--- src/encoder_out_pkg.sv ---
package encoder_out_pkg;

  // ****************************************
  // frame layout
  // ****************************************
  localparam int unsigned CMD_BITS        = 5;
  localparam int unsigned DATA_BITS       = 16;
  localparam int unsigned FRAME_BITS      = CMD_BITS + DATA_BITS;
  localparam int unsigned RW_BIT_POS      = 4;
  localparam logic [4:0]  CMD_ANGLE_READ  = 5'h00;
  localparam int unsigned LOCK_POS        = 15;
  localparam int unsigned AGC_LSB         = 9;
  localparam int unsigned AGC_BITS        = 6;
  localparam int unsigned ANGLE_BITS      = 9;

  // ****************************************
  // timing
  // ****************************************
  localparam int unsigned CLOCK_PERIOD_NS = 4;
  localparam int unsigned TIMEOUT_MIN_US  = 17;
  localparam int unsigned TIMEOUT_MAX_US  = 27;
  localparam int unsigned TIMEOUT_CYCLES  =
    (TIMEOUT_MIN_US * 1000 + CLOCK_PERIOD_NS - 1) / CLOCK_PERIOD_NS;
  localparam int unsigned PWM_UNIT_CYCLES = 250;
  localparam int unsigned PWM_MIN_UNITS   = 12;
  localparam int unsigned PULSE_CYCLES    = 8;

  // ****************************************
  // angle and field selects
  // ****************************************
  localparam int unsigned ANGLE_STEPS     = 360;
  localparam int unsigned SECTOR_STEPS    = 60;
  localparam int unsigned ABI_LSB         = 12;
  localparam int unsigned UVW_LSB         = 9;
  localparam logic [1:0]  ABI_QUAD        = 2'h0;
  localparam logic [1:0]  ABI_STEP        = 2'h1;
  localparam logic [1:0]  ABI_PULSE       = 2'h2;
  localparam logic [1:0]  ABI_RESET       = 2'h0;
  localparam logic [2:0]  UVW_OFF         = 3'h7;
  localparam logic [2:0]  UVW_RESET       = 3'h0;

  typedef enum logic [1:0] {
    SER_IDLE = 2'b00,
    SER_CMD  = 2'b01,
    SER_DATA = 2'b10,
    SER_DONE = 2'b11
  } ser_state_t;

  typedef struct packed {
    logic       valid;
    logic       lock;
    logic [5:0] agc;
    logic [8:0] angle;
  } sensor_sample_t;

  typedef struct packed {
    logic a;
    logic b;
    logic i;
  } incr_pins_t;

  typedef struct packed {
    logic u;
    logic v;
    logic w;
  } comm_pins_t;

endpackage : encoder_out_pkg

--- src/encoder_out.sv ---
`timescale 1ns/1ps
`default_nettype none

// Function
// - wire_count_select low 3-wire, high 2-wire
// - frame is five command then sixteen data
// - line undriven during five command bits
// - all-zero command performs angle read
// - read word lock, agc, angle
// - 2-wire chain_port framing, ends on timeout
// - timeout 17 to 27 us resets interface
// - chain_port set first fall, cleared end
// - first command bit is read/write
// - pwm duty from stored angle
// - angle buffered per pwm period
// - pwm high pulse has minimum width
// - diagnostic pattern until one degree moved
// - invalid angle holds pwm low
// - quadrature a leads b clockwise
// - incremental mux modes and off
// - commutation sectors from angle and pole pairs
// - pole select 000 to 101 gives 1 to 6
// - pole select 111 drives uvw and pwm low
// - 2-wire reads and writes with clock and data
module encoder_out
  import encoder_out_pkg::*;
#(
  parameter int unsigned TIMEOUT_CYC = encoder_out_pkg::TIMEOUT_CYCLES,
  parameter int unsigned PWM_DIV     = encoder_out_pkg::PWM_UNIT_CYCLES,
  parameter int unsigned PWM_MIN     = encoder_out_pkg::PWM_MIN_UNITS
)(
  // clock and reset
  input  wire logic                        clock,
  input  wire logic                        rst,
  // serial pins
  input  wire logic                        wire_count_select,
  input  wire logic                        shift_clock,
  input  wire logic                        chip_select,
  input  wire logic                        serial_data_in,
  output logic                             serial_data_out,
  output logic                             serial_data_oe_n,
  output logic                             chain_port,
  // command results
  output logic [4:0]                       command_q_out,
  output logic                             command_strobe,
  output logic [15:0]                      write_data,
  output logic                             write_strobe,
  // angle source and settings
  input  wire encoder_out_pkg::sensor_sample_t sample,
  input  wire logic [8:0]                  zero_offset,
  input  wire logic [1:0]                  incremental_output_select,
  input  wire logic [2:0]                  commutation_pole_select,
  // position outputs
  output logic                             pwm_out,
  output encoder_out_pkg::incr_pins_t      incr_pins,
  output encoder_out_pkg::comm_pins_t      comm_pins
);
  import encoder_out_pkg::*;

  if (TIMEOUT_CYC < 2 || PWM_DIV < 1 || PWM_DIV > 65536 || PWM_MIN < 1 || PWM_MIN > 300)
  begin : g_check
    $error("encoder_out: parameter out of range");
  end

  // ****************************************
  // pin synchronisers
  // ****************************************
  logic [2:0] sclk_q;
  logic [1:0] cs_q;
  logic [1:0] din_q;
  logic [1:0] wcs_q;
  logic       sclk_rise;
  logic       sclk_fall;

  always_ff @(posedge clock)
  begin
    if (rst)
    begin
      sclk_q <= 3'h0;
      cs_q   <= 2'h0;
      din_q  <= 2'h0;
      wcs_q  <= 2'h0;
    end
    else
    begin
      sclk_q <= {sclk_q[1:0], shift_clock};
      cs_q   <= {cs_q[0], chip_select};
      din_q  <= {din_q[0], serial_data_in};
      wcs_q  <= {wcs_q[0], wire_count_select};
    end
  end

  assign sclk_rise = sclk_q[1] & ~sclk_q[2];
  assign sclk_fall = ~sclk_q[1] & sclk_q[2];

  // ****************************************
  // serial frame engine
  // ****************************************
  ser_state_t  st_q, st_d;
  logic [4:0]  cnt_q, cnt_d;
  logic [4:0]  cmd_q, cmd_d;
  logic [15:0] sh_q, sh_d;
  logic        first_q, first_d;
  logic        drive_q, drive_d;
  logic        chain_q, chain_d;
  logic [31:0] to_q, to_d;
  logic        cstb_d, wstb_d, cstb_q, wstb_q;
  logic [15:0] wdat_q, wdat_d;
  logic        two_wire;
  logic        frame_reset;
  logic [15:0] read_word;

  // a pin like the others, so it is synchronised before use
  assign two_wire    = wcs_q[1];
  assign frame_reset = two_wire ? (to_q >= TIMEOUT_CYC) : ~cs_q[1];
  // only the angle read is served here; other read commands return zero
  assign read_word   = (cmd_q == CMD_ANGLE_READ) ?
    {sample.lock, sample.agc, sample.angle} : 16'h0000;

  always_comb
  begin
    st_d    = st_q;
    cnt_d   = cnt_q;
    cmd_d   = cmd_q;
    sh_d    = sh_q;
    first_d = first_q;
    drive_d = drive_q;
    chain_d = chain_q;
    wdat_d  = wdat_q;
    cstb_d  = 1'b0;
    wstb_d  = 1'b0;
    to_d    = to_q;
    if (two_wire && st_q != SER_IDLE)
    begin
      // counted from the last rising edge so only a gap of TIMEOUT_CYC cycles between rises trips it
      to_d = sclk_rise ? 32'h0 : to_q + 32'h1;
    end
    if (st_q != SER_IDLE && frame_reset)
    begin
      st_d    = SER_IDLE;
      drive_d = 1'b0;
      chain_d = 1'b0;
      to_d    = 32'h0;
    end
    else
    begin
      case (st_q)
        SER_IDLE:
        begin
          cnt_d   = 5'h00;
          first_d = 1'b1;
          to_d    = 32'h0;
          if (two_wire && sclk_fall)
          begin
            st_d    = SER_CMD;
            chain_d = 1'b1;
          end
          else if (!two_wire && cs_q[1])
          begin
            st_d = SER_CMD;
          end
        end
        SER_CMD:
        begin
          if (sclk_rise)
          begin
            cmd_d = {cmd_q[3:0], din_q[1]};
            cnt_d = cnt_q + 5'h01;
            if (cnt_q == 5'(CMD_BITS - 1))
            begin
              st_d   = SER_DATA;
              cstb_d = 1'b1;
            end
          end
        end
        SER_DATA:
        begin
          if (sclk_fall && !cmd_q[RW_BIT_POS])
          begin
            drive_d = 1'b1;
            first_d = 1'b0;
            sh_d    = first_q ? read_word : {sh_q[14:0], 1'b0};
          end
          if (sclk_rise)
          begin
            cnt_d = cnt_q + 5'h01;
            if (cmd_q[RW_BIT_POS])
            begin
              sh_d = {sh_q[14:0], din_q[1]};
            end
            if (cnt_q == 5'(FRAME_BITS - 1))
            begin
              st_d    = SER_DONE;
              chain_d = 1'b0;
              if (cmd_q[RW_BIT_POS])
              begin
                wstb_d = 1'b1;
                wdat_d = {sh_q[14:0], din_q[1]};
              end
            end
          end
        end
        default:
        begin
          st_d = SER_DONE;
        end
      endcase
    end
  end

  always_ff @(posedge clock)
  begin
    if (rst)
    begin
      st_q    <= SER_IDLE;
      cnt_q   <= 5'h00;
      cmd_q   <= 5'h00;
      sh_q    <= 16'h0000;
      first_q <= 1'b1;
      drive_q <= 1'b0;
      chain_q <= 1'b0;
      to_q    <= 32'h0;
      cstb_q  <= 1'b0;
      wstb_q  <= 1'b0;
      wdat_q  <= 16'h0000;
    end
    else
    begin
      st_q    <= st_d;
      cnt_q   <= cnt_d;
      cmd_q   <= cmd_d;
      sh_q    <= sh_d;
      first_q <= first_d;
      drive_q <= drive_d;
      chain_q <= chain_d;
      to_q    <= to_d;
      cstb_q  <= cstb_d;
      wstb_q  <= wstb_d;
      wdat_q  <= wdat_d;
    end
  end

  assign serial_data_out  = sh_q[15];
  assign serial_data_oe_n = ~drive_q;
  assign chain_port       = chain_q;
  assign command_q_out    = cmd_q;
  assign command_strobe   = cstb_q;
  assign write_data       = wdat_q;
  assign write_strobe     = wstb_q;

  // ****************************************
  // angle arithmetic
  // ****************************************
  logic [9:0]  corr_sum;
  logic [8:0]  corr;
  logic [11:0] elec_prod;
  logic [8:0]  elec;
  logic [2:0]  sector;

  assign corr_sum  = 10'(sample.angle) + 10'(ANGLE_STEPS) - 10'(zero_offset);
  assign corr      = (corr_sum >= 10'(ANGLE_STEPS)) ?
                     9'(corr_sum - 10'(ANGLE_STEPS)) : corr_sum[8:0];
  assign elec_prod = 12'(corr) * (12'(commutation_pole_select) + 12'h001);
  assign elec      = 9'(elec_prod % 12'(ANGLE_STEPS));
  assign sector    = 3'(elec / 9'(SECTOR_STEPS));

  // ****************************************
  // pwm output
  // ****************************************
  localparam int unsigned PWM_PERIOD = 2 * PWM_MIN + ANGLE_STEPS;

  logic [15:0] div_q, div_d;
  logic [9:0]  pcnt_q, pcnt_d;
  logic [9:0]  hlen_q, hlen_d;
  logic        diag_q, diag_d;
  logic        seen_q, seen_d;
  logic [8:0]  start_q, start_d;
  logic        pwm_q, pwm_d;
  logic        tick;

  assign tick = (div_q == 16'(PWM_DIV - 1));

  always_comb
  begin
    div_d   = tick ? 16'h0000 : div_q + 16'h0001;
    pcnt_d  = pcnt_q;
    hlen_d  = hlen_q;
    diag_d  = diag_q;
    seen_d  = seen_q;
    start_d = start_q;
    if (sample.valid && !seen_q)
    begin
      seen_d  = 1'b1;
      start_d = corr;
    end
    // any change of one step is one degree of movement
    if (seen_q && sample.valid && corr != start_q)
    begin
      diag_d = 1'b0;
    end
    if (tick)
    begin
      pcnt_d = (pcnt_q == 10'(PWM_PERIOD - 1)) ? 10'h000 : pcnt_q + 10'h001;
      if (pcnt_q == 10'(PWM_PERIOD - 1))
      begin
        // held for the whole period so the duty never glitches mid-cycle
        hlen_d = diag_q ? 10'(PWM_PERIOD / 2) :
                 10'(PWM_MIN) + 10'(corr);
      end
    end
    pwm_d = (pcnt_q < hlen_q) && sample.valid
            && (commutation_pole_select != UVW_OFF);
  end

  always_ff @(posedge clock)
  begin
    if (rst)
    begin
      div_q   <= 16'h0000;
      pcnt_q  <= 10'h000;
      // diagnostic pattern from the very first period after reset
      hlen_q  <= 10'(PWM_PERIOD / 2);
      diag_q  <= 1'b1;
      seen_q  <= 1'b0;
      start_q <= 9'h000;
      pwm_q   <= 1'b0;
    end
    else
    begin
      div_q   <= div_d;
      pcnt_q  <= pcnt_d;
      hlen_q  <= hlen_d;
      diag_q  <= diag_d;
      seen_q  <= seen_d;
      start_q <= start_d;
      pwm_q   <= pwm_d;
    end
  end

  assign pwm_out = pwm_q;

  // ****************************************
  // incremental and commutation outputs
  // ****************************************
  logic [8:0]  prev_q;
  logic        dir_q, dir_d;
  logic [3:0]  pw_q, pw_d;
  incr_pins_t  inc_q, inc_d;
  comm_pins_t  com_q, com_d;
  logic [1:0]  quad;

  assign quad = 2'(corr % 9'h004);

  always_comb
  begin
    dir_d = dir_q;
    pw_d  = (pw_q != 4'h0) ? pw_q - 4'h1 : 4'h0;
    if (corr != prev_q)
    begin
      // wrap from 359 to 0 counts as clockwise
      dir_d = (corr == 9'(prev_q + 9'h001)) || (prev_q == 9'(ANGLE_STEPS - 1) && corr == 9'h000);
      pw_d  = 4'(PULSE_CYCLES);
    end
    inc_d.i = (corr == 9'h000);
    case (incremental_output_select)
      ABI_QUAD:
      begin
        inc_d.b = quad[1];
        inc_d.a = (quad == 2'h1) || (quad == 2'h2);
      end
      ABI_STEP:
      begin
        inc_d.a = corr[0];
        inc_d.b = dir_q;
      end
      ABI_PULSE:
      begin
        inc_d.a = (pw_q != 4'h0);
        inc_d.b = dir_q;
      end
      default:
      begin
        inc_d = '0;
      end
    endcase
    case (sector)
      3'h0:    com_d = '{u: 1'b1, v: 1'b0, w: 1'b0};
      3'h1:    com_d = '{u: 1'b1, v: 1'b1, w: 1'b0};
      3'h2:    com_d = '{u: 1'b0, v: 1'b1, w: 1'b0};
      3'h3:    com_d = '{u: 1'b0, v: 1'b1, w: 1'b1};
      3'h4:    com_d = '{u: 1'b0, v: 1'b0, w: 1'b1};
      default: com_d = '{u: 1'b1, v: 1'b0, w: 1'b1};
    endcase
    if (commutation_pole_select == UVW_OFF || commutation_pole_select == 3'h6)
    begin
      com_d = '0;
    end
  end

  always_ff @(posedge clock)
  begin
    if (rst)
    begin
      prev_q <= 9'h000;
      dir_q  <= 1'b1;
      pw_q   <= 4'h0;
      inc_q  <= '0;
      com_q  <= '0;
    end
    else
    begin
      prev_q <= corr;
      dir_q  <= dir_d;
      pw_q   <= pw_d;
      inc_q  <= inc_d;
      com_q  <= com_d;
    end
  end

  assign incr_pins = inc_q;
  assign comm_pins = com_q;

endmodule : encoder_out

`default_nettype wire

--- config.mk ---
export PLATFORM = sky130hd
export DESIGN_NAME = encoder_out
export DESIGN_NICKNAME = d
export VERILOG_FILES = /design/src/encoder_out_pkg.sv /design/src/encoder_out.sv
export SDC_FILE = /design/constraint.sdc
export NUM_CORES = 1
export LEC_CHECK = 0
export ABC_AREA = 1
export BUFFER_PORTS_ARGS = -buffer_cell sky130_fd_sc_hd__buf_2
export CORE_ASPECT_RATIO = 0.6
export CORE_UTILIZATION = 45
export CTS_BUF_LIST = sky130_fd_sc_hd__clkbuf_8
export DETAILED_ROUTE_END_ITERATION = 12
export PLACE_DENSITY = 0.65
export SLEW_MARGIN = 20
export SYNTH_ARGS = -nofsm -noshare
export SYNTH_HDL_FRONTEND = slang
export SYNTH_SLANG_ARGS = --single-unit
--- constraint.sdc ---
create_clock -name clock -period 8.4 [get_ports clock]
set_input_delay 0.84 -clock clock [delete_from_list [all_inputs] [get_ports clock]]
set_output_delay 0.84 -clock clock [all_outputs]
set_load 0.005 [all_outputs]
==> metrics <==
final estimated routing congestion in global placement 0.892; pin count of the biggest net entering global routing 45; Layout area overhead 16.0%; Crit Path Category input pin to register; Worst EP arrival around 8400 ps; final setup vio count 0; Root Driver clkbuf_8; global-route wire length before repair between 40000 and 50000 µm; core box area about 21000 µm²; die width 194 µm; Slowest cell on crit path fa_1; WHS about 420 ps; DP Worst Slack -269 ps; Worst Path Required approximately 9000 ps; # hold bufs at CTS 0; num rows 41; Synth async-reset ratio 0; die span in y around 120 µm; drt pass-1 iters 5; Synth Warn # 0; CTS Buf Count 17; Worst Clk Skew about 16 ps; Synth Net Count ~1.5k; Min-Delay Path Class register to register; Synth Register Bits around 160; Detailed Route Iter0 Violations about 750; CTS sink count about 160; fmax 124 MHz; Initial Util 0.466; total congestion overflow 0; post-synthesis cell count around 1.4k; Multi-input gate area ~6100 µm²; Synth area leader dfxtp_1; slowest stage delay, CP around 570 ps; clock tree buffer depth 2; synth top area cells dfxtp_1, inv_1, nand2_1; PortBufs slightly below 70; FF+latch area 3160 µm²; die area 22700 µm²; worst setup margin 331 ps; commonest non-fill, non-tap cell in the layout inv_1; post-DP HPWL around 19000 µm; Clk Latency, worst-skew pair 460 ps; ratio of cells with drive above 1 in the final layout 0.159; fillcell total approximately 2.1k; Slew Limit Fails 0; via count about 9.4k; Detail Route Antenna Nets 0; DRC 0; Antenna Diode Count 0; Max Cap Viol 0; number of global-route vias before repair roughly 8k; Synth Cell Area ~9900 µm²; crit share post-route 0.961; Clock transition at path regs ~90 ps; initial antenna violation count 0; status complete, no violations; htree depth 4; Final Hold Vio Count 0; Synth Flop Type dfxtp_1; Max FO, Critical Path 7; area share of the largest cell type after synthesis 0.318; count of different cell masters after synthesis 55; # nets final approximately 1.6k; post-synthesis sequential area ratio 0.318; Post-synth EDFFs 0; Vias per Instance around 5.2; most frequent cells in the layout inv_1, nand2_1, nor2_1, dfxtp_1, a21oi_1; critical path launch point type input pin; mean area per synthesized cell ~6.9 µm²; WL final 25200 µm; I/O Pins 70; slew margin rel. 0.405; endpoint class of the critical path register; CTS tree yes; post-route minimum period ~8100 ps; worst-margin pin slew 885 ps; WL/cell between 10 and 15 µm; Total Routing Usage GR 0.220
final timing paths:
| kind | start | endpoint | slack, ps | cells past startpoint |
|---|---|---|---|---|
| min reg2reg | sclk_q[0] | sclk_q[1] | 420 | 2 |
| min | sclk_q[0] | sclk_q[1] | 420 | 2 |
| max reg2reg | st_q[0] | to_q[28] | 4780 | 19 |
| max | sample[4] | comm_pins[2] | 330 | 57 |
cells in the mapped netlist (18+ instances only):
library cell,count
nand2_2,18
xor2_1,26
nand4_1,29
clkbuf_1,31
inv_1,253
nand3_1,83
a21oi_1,98
o21ai_0,70
nor2_1,160
nor3_1,33
ha_1,62
nor4_1,20
dfxtp_1,158
nand2_1,239
layer usage:
layer,vias to the layer above,track usage,wire [µm]
met5,-,0,0
met4,0,0.0503,154
met3,14,0.0456,1730
met2,233,0.286,9520
met1,4292,0.357,13800
li1,4838,-,-
layout make-up:
type,instances,share of cell area
multi-input combinational,984,0.525
inverter,260,0.0846
timing repair buffer,101,0.0511
clock inverter,14,0.0134
tap,279,0.0303
sequential,158,0.274
clock buffer,18,0.0215
logic make-up after synthesis:
kind of cell	Yosys count	synth area share
and+or+nand+nor	624	0.286
buffers and inverters	292	0.110
AOI/OAI and AO/OA	242	0.140
DFF	158	0.318
adders and majority gates	77	0.108
xor gates and xnor gates	41	0.0368
through the flow:
step	cell area, µm²	setup TNS, ps	cells	utilization
final	11500	0	1814	0.541
after global routing	11500	-237	1814	0.541
after CTS	11100	0	1805	0.521
after detailed placement	10700	-706	1773	0.502
after global placement	10700	-57.3	1773	0.502
after floorplan	9950	0	1434	-
worst max-delay path: cells and delay by family:
family,cells,cell delay (ps)
AO/OA/AOI/OAI,4,720
adder cells (fa/ha/maj),5,2000
AND/OR/NAND/NOR,43,4360
buffers and inverters,5,490
registers in the layout, summed over array words and instances, names as in the netlist, 2 cells and up:
name / flops
div_q: 16
st_q: 2
write_data: 16
cs_q: 2
incr_pins: 3
pcnt_q: 10
start_q: 9
wcs_q: 2
sclk_q: 3
cnt_q: 5
comm_pins: 3
prev_q: 9
sh_q: 16
command_q_out: 5
din_q: 2
pw_q: 4
hlen_q: 10
to_q: 32
timing repair:
action | 4_1_cts | 5_1_grt
resized for setup | 0 | 79
setup buffers | 0 | 9
endpoints found under the setup margin | 0 | 3
Power is left out: the tool's default activity adds up to more than one toggle a clock period on the data nets, which glitch-free logic cannot reach.
